[src/hdl/csf_pkg.sv]
// Constants shared by the clock select and oscillator fault logic.
// Assumes a 32-bit APB register bus with word-aligned registers.
package csf_pkg;

  // Register byte offsets
  localparam logic [7:0] OSC_CTRL_OFS   = 8'h00;  // Oscillator control register
  localparam logic [7:0] CLK_SEL_OFS    = 8'h04;  // Clock select register
  localparam logic [7:0] FAULT_FLAG_OFS = 8'h08;  // Fault flag register (write one to clear)
  localparam logic [7:0] SYS_CTRL_OFS   = 8'h0C;  // Fault interrupt enable, sleep, status

  // Oscillator control register fields
  localparam int OSC_BYPASS_BIT  = 0;  // Oscillator bypass bit (first oscillator)
  localparam int OSC_HF_MODE_BIT = 1;  // First oscillator in high-frequency mode
  localparam int OSC2_BYPASS_BIT = 2;  // Second oscillator digital bypass
  localparam int OSC1_OFF_BIT    = 3;  // First oscillator switched off
  localparam int OSC2_OFF_BIT    = 4;  // Second oscillator switched off
  localparam int OSC_CTRL_W      = 5;
  localparam logic [OSC_CTRL_W-1:0] OSC_CTRL_RST = 5'h18;  // Both oscillators off

  // Clock select register fields: three 3-bit source codes
  localparam int SEL_W          = 3;
  localparam int MAIN_SEL_LSB   = 0;
  localparam int SUBMAIN_SEL_LSB = 4;
  localparam int AUX_SEL_LSB    = 8;
  localparam logic [SEL_W-1:0] MAIN_SEL_RST    = 3'h3;
  localparam logic [SEL_W-1:0] SUBMAIN_SEL_RST = 3'h3;
  localparam logic [SEL_W-1:0] AUX_SEL_RST     = 3'h2;

  // Fault flag register fields
  localparam int FAULT1_BIT     = 0;  // First oscillator fault
  localparam int FAULT2_BIT     = 1;  // Second oscillator fault
  localparam int COMBINED_BIT   = 2;  // Combined oscillator fault (read only)
  localparam int FAULT_W        = 2;

  // System control register fields
  localparam int NMI_EN_BIT     = 0;  // Fault non-maskable interrupt enable
  localparam int SLEEP_REQ_BIT  = 1;  // Deepest sleep mode requested
  localparam int LOW_CUR_BIT    = 8;  // Power manager in low-current mode (read only)
  localparam int BYPASS_ON_BIT  = 9;  // Second bypass, or first bypass in HF mode, still running (read only)

endpackage : csf_pkg

[src/hdl/csf_flag_if.sv]
// Carrier between the register block and the fault flag keeper.
// Assumes both sides run on the same system clock.
interface csf_flag_if;
  logic       sel_change;   // One-cycle pulse: a select field changed value
  logic [1:0] clear_mask;   // One-cycle pulse: flags to clear
  logic [1:0] osc_absent;   // Crystal missing or oscillator unconfigured
  logic [1:0] raw_fault;    // Synchronised fault from the oscillators
  logic [1:0] flags;        // Sticky oscillator fault flags
  logic       combined;     // OR of the flags

  modport ctrl (output sel_change, output clear_mask, output osc_absent,
                output raw_fault, input flags, input combined);
  modport keep (input sel_change, input clear_mask, input osc_absent,
                input raw_fault, output flags, output combined);
endinterface : csf_flag_if

[src/hdl/csf_fault_keeper.sv]
// Sticky oscillator fault flags and the combined fault flag.
// Assumes all inputs are already synchronous to clk_sys.
module csf_fault_keeper (
  // Clock and reset
  input  wire logic clk_sys,
  input  wire logic rst,
  // Flag traffic
  csf_flag_if.keep  fl
);

  logic [1:0] flags_reg;   // Sticky fault flags
  logic [1:0] flags_next;
  logic       comb_reg;    // Combined flag
  logic       comb_next;
  logic [1:0] spurious;    // Spurious set on a select change

  // Next flag values
  always_comb begin
    spurious   = fl.sel_change ? fl.osc_absent : 2'h0;
    flags_next = (flags_reg & ~fl.clear_mask) | fl.raw_fault | spurious;
    comb_next  = |flags_next;
  end

  // Flag registers
  always_ff @(posedge clk_sys or posedge rst) begin
    if (rst) begin
      flags_reg <= 2'h0;
      comb_reg  <= 1'b0;
    end else begin
      flags_reg <= flags_next;
      comb_reg  <= comb_next;
    end
  end

  assign fl.flags    = flags_reg;
  assign fl.combined = comb_reg;

endmodule : csf_fault_keeper

[src/hdl/csf_clock_select.sv]
// Clock source selection, oscillator fault flagging and sleep gating.
// Assumes an APB master on clk_sys and oscillator status pins from
// outside the clock domain.

// Operation
// - second bypass, or first bypass in HF mode, left running blocks low-current sleep
// - select write routes clocks to new source
// - select change may set absent oscillator fault
// - spurious fault regardless of changed field
// - enabled fault interrupt fires on spurious flag
module csf_clock_select (
  // Clock and reset
  input  wire logic                   clk_sys,
  input  wire logic                   rst,
  // APB slave
  input  wire logic                   psel,
  input  wire logic                   penable,
  input  wire logic                   pwrite,
  input  wire logic [7:0]             paddr,
  input  wire logic [31:0]            pwdata,
  output logic      [31:0]            prdata,
  output logic                        pready,
  output logic                        pslverr,
  // Oscillator pins (asynchronous)
  input  wire logic                   osc1_present,
  input  wire logic                   osc2_present,
  input  wire logic                   osc1_fault_in,
  input  wire logic                   osc2_fault_in,
  // Clock routing and system outputs
  output logic [csf_pkg::SEL_W-1:0]   main_clock_select,
  output logic [csf_pkg::SEL_W-1:0]   submain_clock_select,
  output logic [csf_pkg::SEL_W-1:0]   aux_clock_select,
  output logic                        combined_oscillator_fault_flag,
  output logic                        fault_nmi,
  output logic                        power_manager_low_current
);

  // Pin synchronisers: stage one feeds stage two only
  logic [3:0] pin_meta_reg;
  logic [3:0] pin_sync_reg;

  // Software state
  logic [csf_pkg::OSC_CTRL_W-1:0] osc_ctrl_reg;  // Oscillator control
  logic [csf_pkg::OSC_CTRL_W-1:0] osc_ctrl_next;
  logic [csf_pkg::SEL_W-1:0]      main_reg;      // Main clock source
  logic [csf_pkg::SEL_W-1:0]      main_next;
  logic [csf_pkg::SEL_W-1:0]      sub_reg;       // Sub-main clock source
  logic [csf_pkg::SEL_W-1:0]      sub_next;
  logic [csf_pkg::SEL_W-1:0]      aux_reg;       // Auxiliary clock source
  logic [csf_pkg::SEL_W-1:0]      aux_next;
  logic                           nmi_en_reg;    // Fault interrupt enable
  logic                           nmi_en_next;
  logic                           sleep_reg;     // Deepest sleep requested
  logic                           sleep_next;

  // Bus answer state
  logic [31:0] prdata_reg;
  logic [31:0] prdata_next;
  logic        pready_reg;
  logic        pready_next;
  logic        pslverr_reg;
  logic        pslverr_next;

  // System outputs
  logic        nmi_reg;
  logic        nmi_next;
  logic        low_cur_reg;
  logic        low_cur_next;

  // Decoded strobes
  logic        wr_en;
  logic        setup;
  logic        bypass_on;
  logic [1:0]  clear_mask;
  logic        sel_change;

  csf_flag_if fl ();

  // True when the address names a mapped register
  function automatic logic addr_mapped(input logic [7:0] a);
    return (a == csf_pkg::OSC_CTRL_OFS) || (a == csf_pkg::CLK_SEL_OFS) ||
           (a == csf_pkg::FAULT_FLAG_OFS) || (a == csf_pkg::SYS_CTRL_OFS);
  endfunction : addr_mapped

  // Pin synchronisers, plain shift with no logic between stages
  always_ff @(posedge clk_sys or posedge rst) begin
    if (rst) begin
      pin_meta_reg <= 4'h0;
      pin_sync_reg <= 4'h0;
    end else begin
      pin_meta_reg <= {osc2_fault_in, osc1_fault_in, osc2_present, osc1_present};
      pin_sync_reg <= pin_meta_reg;
    end
  end

  // Register writes and clock routing
  always_comb begin
    setup         = psel && !penable;
    // Writes land in the access cycle, which always completes at once
    wr_en         = psel && penable && pwrite;
    osc_ctrl_next = osc_ctrl_reg;
    main_next     = main_reg;
    sub_next      = sub_reg;
    aux_next      = aux_reg;
    nmi_en_next   = nmi_en_reg;
    sleep_next    = sleep_reg;
    clear_mask    = 2'h0;
    if (wr_en && paddr == csf_pkg::OSC_CTRL_OFS) begin
      osc_ctrl_next = pwdata[csf_pkg::OSC_CTRL_W-1:0];
    end else if (wr_en && paddr == csf_pkg::CLK_SEL_OFS) begin
      main_next = pwdata[csf_pkg::MAIN_SEL_LSB +: csf_pkg::SEL_W];
      sub_next  = pwdata[csf_pkg::SUBMAIN_SEL_LSB +: csf_pkg::SEL_W];
      aux_next  = pwdata[csf_pkg::AUX_SEL_LSB +: csf_pkg::SEL_W];
    end else if (wr_en && paddr == csf_pkg::FAULT_FLAG_OFS) begin
      // Write one to clear; the combined bit is not writable
      clear_mask = pwdata[csf_pkg::FAULT_W-1:0];
    end else if (wr_en && paddr == csf_pkg::SYS_CTRL_OFS) begin
      nmi_en_next = pwdata[csf_pkg::NMI_EN_BIT];
      sleep_next  = pwdata[csf_pkg::SLEEP_REQ_BIT];
    end
    // Only a real change of value counts, rewriting the same value does not
    sel_change = (main_next != main_reg) || (sub_next != sub_reg) ||
                 (aux_next != aux_reg);
  end

  // Software state registers
  always_ff @(posedge clk_sys or posedge rst) begin
    if (rst) begin
      osc_ctrl_reg <= csf_pkg::OSC_CTRL_RST;
      main_reg     <= csf_pkg::MAIN_SEL_RST;
      sub_reg      <= csf_pkg::SUBMAIN_SEL_RST;
      aux_reg      <= csf_pkg::AUX_SEL_RST;
      nmi_en_reg   <= 1'b0;
      sleep_reg    <= 1'b0;
    end else begin
      osc_ctrl_reg <= osc_ctrl_next;
      main_reg     <= main_next;
      sub_reg      <= sub_next;
      aux_reg      <= aux_next;
      nmi_en_reg   <= nmi_en_next;
      sleep_reg    <= sleep_next;
    end
  end

  // Flag keeper hookup
  assign fl.sel_change = sel_change;
  assign fl.clear_mask = clear_mask;
  // An oscillator counts as absent when no crystal is there or it is off
  assign fl.osc_absent = {~pin_sync_reg[1] | osc_ctrl_reg[csf_pkg::OSC2_OFF_BIT],
                          ~pin_sync_reg[0] | osc_ctrl_reg[csf_pkg::OSC1_OFF_BIT]};
  assign fl.raw_fault  = pin_sync_reg[3:2];

  csf_fault_keeper u_keeper (
    .clk_sys (clk_sys),
    .rst     (rst),
    .fl      (fl.keep)
  );

  // Sleep gating and fault interrupt
  always_comb begin
    // a running second bypass, or first bypass in HF mode, keeps the power manager awake
    bypass_on = (osc_ctrl_reg[csf_pkg::OSC_BYPASS_BIT] &&
                 osc_ctrl_reg[csf_pkg::OSC_HF_MODE_BIT] &&
                 !osc_ctrl_reg[csf_pkg::OSC1_OFF_BIT]) ||
                (osc_ctrl_reg[csf_pkg::OSC2_BYPASS_BIT] &&
                 !osc_ctrl_reg[csf_pkg::OSC2_OFF_BIT]);
    // software must drop the bypass first
    low_cur_next = sleep_reg && !bypass_on;
    // masking the enable holds it off
    nmi_next     = nmi_en_reg && fl.combined;
  end

  // Bus read data, prepared in the setup cycle
  always_comb begin
    prdata_next  = 32'h0000_0000;
    pready_next  = setup;
    pslverr_next = setup && !addr_mapped(paddr);
    if (setup && !pwrite && paddr == csf_pkg::OSC_CTRL_OFS) begin
      prdata_next[csf_pkg::OSC_CTRL_W-1:0] = osc_ctrl_reg;
    end else if (setup && !pwrite && paddr == csf_pkg::CLK_SEL_OFS) begin
      prdata_next[csf_pkg::MAIN_SEL_LSB +: csf_pkg::SEL_W]    = main_reg;
      prdata_next[csf_pkg::SUBMAIN_SEL_LSB +: csf_pkg::SEL_W] = sub_reg;
      prdata_next[csf_pkg::AUX_SEL_LSB +: csf_pkg::SEL_W]     = aux_reg;
    end else if (setup && !pwrite && paddr == csf_pkg::FAULT_FLAG_OFS) begin
      prdata_next[csf_pkg::FAULT_W-1:0]   = fl.flags;
      prdata_next[csf_pkg::COMBINED_BIT]  = fl.combined;
    end else if (setup && !pwrite && paddr == csf_pkg::SYS_CTRL_OFS) begin
      prdata_next[csf_pkg::NMI_EN_BIT]    = nmi_en_reg;
      prdata_next[csf_pkg::SLEEP_REQ_BIT] = sleep_reg;
      prdata_next[csf_pkg::LOW_CUR_BIT]   = low_cur_reg;
      prdata_next[csf_pkg::BYPASS_ON_BIT] = bypass_on;
    end
  end

  // Bus answer and system output registers
  always_ff @(posedge clk_sys or posedge rst) begin
    if (rst) begin
      prdata_reg  <= 32'h0000_0000;
      pready_reg  <= 1'b0;
      pslverr_reg <= 1'b0;
      nmi_reg     <= 1'b0;
      low_cur_reg <= 1'b0;
    end else begin
      prdata_reg  <= prdata_next;
      pready_reg  <= pready_next;
      pslverr_reg <= pslverr_next;
      nmi_reg     <= nmi_next;
      low_cur_reg <= low_cur_next;
    end
  end

  // Outputs straight from flip-flops
  assign prdata                         = prdata_reg;
  assign pready                         = pready_reg;
  assign pslverr                        = pslverr_reg;
  assign main_clock_select              = main_reg;
  assign submain_clock_select           = sub_reg;
  assign aux_clock_select               = aux_reg;
  assign combined_oscillator_fault_flag = fl.combined;
  assign fault_nmi                      = nmi_reg;
  assign power_manager_low_current      = low_cur_reg;

endmodule : csf_clock_select

[config.mk]
export PLATFORM = sky130hd
export DESIGN_NAME = csf_clock_select
export DESIGN_NICKNAME = d
export VERILOG_FILES = /design/src/hdl/csf_pkg.sv /design/src/hdl/csf_flag_if.sv /design/src/hdl/csf_fault_keeper.sv /design/src/hdl/csf_clock_select.sv
export SDC_FILE = /design/constraint.sdc
export NUM_CORES = 1
export LEC_CHECK = 0
export ABC_CLOCK_PERIOD_IN_PS = 2600
export BUFFER_PORTS_ARGS = -buffer_cell sky130_fd_sc_hd__buf_2
export CAP_MARGIN = 20
export CORE_UTILIZATION = 30
export DETAILED_ROUTE_END_ITERATION = 10
export MAX_ROUTING_LAYER = met4
export PLACE_DENSITY = 0.61
export SYNTH_ARGS = -nofsm -noshare
export SYNTH_HDL_FRONTEND = slang
export SYNTH_HIERARCHICAL = 1
export SYNTH_SLANG_ARGS = --single-unit
[constraint.sdc]
create_clock -name clk_sys -period 2.6 [get_ports clk_sys]
set_clock_uncertainty 0.15 [all_clocks]
set_input_delay 0.52 -clock clk_sys [delete_from_list [all_inputs] [get_ports clk_sys]]
set_output_delay 0.52 -clock clk_sys [all_outputs]
set_load 0.05 [all_outputs]
==> impl_metrics.json <==
{
  "vias": 1164,
  "hold_end": "pin_meta_reg[1]",
  "yosysWarnings": 6,
  "pin_count": 95,
  "min-delay-start": "osc2_present",
  "holdCritPathClass": "input port to register",
  "dp_hpwl_mm": 2.66,
  "r2r-end": "u_keeper/fl.combined",
  "cp.arrival_ps": 2080,
  "final_cell_mix": "buf_2 (50), dfrtp_1 (34), conb_1 (22)",
  "drv_cap": 0,
  "grt_max_degree": 39,
  "die_h_um": 80.8,
  "rows": 28,
  "cp-start-kind": "register",
  "pre_cts_slack_ps": 355,
  "synth_cell_types": 34,
  "holdPathStages": 1,
  "numPortBuffers": 50,
  "ant_nets": 0,
  "antenna_found_initial": 0,
  "final_common_cell": "buf_2",
  "r2r-start": "main_clock_select[1]",
  "hold_viol": 0,
  "final_util_pct": 37.9,
  "r2r_slack_ps": 550,
  "path_depth": 5,
  "viasPerCell": 4.19,
  "numCtsBuffers": 5,
  "htreeDepth": 2,
  "core_area_sq_mm": 0.00596,
  "wire_per_inst_um": 12.3,
  "syn_area_sq_mm": 0.00186,
  "synthFlopType": "dfrtp_1",
  "groute.usage.overall_pct": 12.3,
  "cp_num_buf_inv": 0,
  "start_util_pct": 31.3,
  "cts_tree": "done",
  "critPathTopFamily": "compound AO/OA/AOI/OAI gates",
  "slew_viol_final": 0,
  "root_buffer": "clkbuf_8",
  "clock_path_buffers": 2,
  "cts.sinks": 41,
  "ctsResizeCount": 0,
  "grt_pass1_vias": 1169,
  "path_cells": "xor2_1 -> nor4_1 -> a41oi_1 -> a221o_1 -> or2_1",
  "p_leak_nw": 1.16,
  "area_delta_synth_final_pct": 21.2,
  "maxSlewHeadroom_pct": 66.5,
  "grt.overflow.total": 0,
  "grt_pass1_wl_mm": 5.66,
  "drcViolationCount": 0,
  "endpoint_kind": "register",
  "outcome": "completed",
  "worstPathRequired_ps": 2630,
  "rsz0062_at_grt": "false",
  "worst_pin_slew_ps": 498,
  "fin_hold_ws_ps": 179,
  "path_clk_slew_ps": 80,
  "synth_edf_count": 0,
  "gp_congestion": 0.805,
  "num_antenna_cells": 0,
  "critPathSlowestCell": "dfstp_2",
  "crit_fanout": 4,
  "first_iter_violations": 66,
  "synth_cells": 144,
  "crit_type": "register to register",
  "finalSetupTns_ps": 0,
  "fmax_mhz": 489,
  "final-setup-viol-count": 0,
  "die_w_um": 80.8,
  "clk_latency_ps": 290,
  "period_minus_slack_ps": 2050,
  "ys_async_sr_fraction_pct": 100,
  "power.density_mw_per_mm2": 590,
  "wl_mm": 3.43,
  "nets": 251,
  "fin_ws_ps": 553,
  "vdd_drop_max_uv": 231,
  "fin_crit_sh_pct": 78.7,
  "syn_area_per_cell_sq_um": 12.9,
  "seq_area_frac_synth_pct": 55.5,
  "ys_seq_elements": 41,
  "slowest_delay_ps": 570,
  "reg2reg_depth": 5,
  "drive_gt1_share_pct": 45.3,
  "largest_reg_flops": 10,
  "dieArea_sq_mm": 0.00653,
  "drt-pass1-iter-count": 4
}
## logic make-up after synthesis
family,synth area share [%]
AO/OA/AOI/OAI,3.09
XOR/XNOR,4.23
buffers and inverters,10.8
flip-flops,55.5
multiplexers,13.8
other,0.201
AND/OR/NAND/NOR,12.4
## per-layer routing
metal  GRT usage (%)  vias up  routed length, um
met1            14.9      543               1500
met4            3.75        0                 33
met3            4.27        4                217
met2            19.1       45               1680
met5               -        -                  0
li1                -      572                  -
## worst max path at each step
| stage | start | endpoint | slack (ps) |
|---|---|---|---|
| floorplan | paddr[1] | u_keeper/fl.combined | 470 |
| global placement | pwdata[1] | u_keeper/fl.combined | 370 |
| detailed placement | pwdata[1] | u_keeper/fl.combined | 360 |
| CTS | main_clock_select[1] | u_keeper/fl.combined | 540 |
| global route | main_clock_select[1] | u_keeper/fl.combined | 470 |
| finish | main_clock_select[1] | u_keeper/fl.combined | 550 |
## cells in the mapped netlist, types with 2 or more instances
master,n,area share (%)
dfrtp_1,34,46
buf_4,22,8.9
mux2_2,17,10
dfstp_2,7,9.9
inv_1,7,1.4
xor2_1,7,3.3
nor2b_1,4,1.3
nor3_1,4,1.1
and3_1,3,1.0
and4_1,3,1.4
nand2_1,3,0.60
nand3_1,3,0.81
nor2_1,3,0.60
a221o_1,2,1.1
and2_1,2,0.67
buf_2,2,0.54
mux2i_1,2,1.1
mux4_2,2,2.4
xnor2_1,2,0.94
## area by class of cell
| cell class | count | area [sq um] |
|---|---|---|
| clock buffer | 5 | 68.8 |
| inverter | 7 | 26.3 |
| clock inverter | 3 | 46.3 |
| sequential | 41 | 1030 |
| fill | 590 | 3700 |
| multi-input combinational | 93 | 706 |
| tap | 75 | 93.8 |
| timing repair buffer | 54 | 283 |
## through the flow
step                std cells  power [W]  area, sq um
global placement          269   0.000832         2130
detailed placement        269   0.000833         2130
finish                    278    0.00133         2260
global route              278    0.00140         2260
CTS                       278    0.00135         2260
floorplan                 165   0.000817         1940
## where the power goes
part / switching [W] / leakage, nW / internal (W)
registers: 0.00000532 / 0.510 / 0.000651
logic: 0.000127 / 0.597 / 0.0000367
clock network: 0.000225 / 0.0543 / 0.000287
## timing repair
item,4_1_cts,5_1_grt
hold endpoints to repair,3,0
setup buffers,0,0
hold buffers,1,0
(Power assumes the default switching activity.)
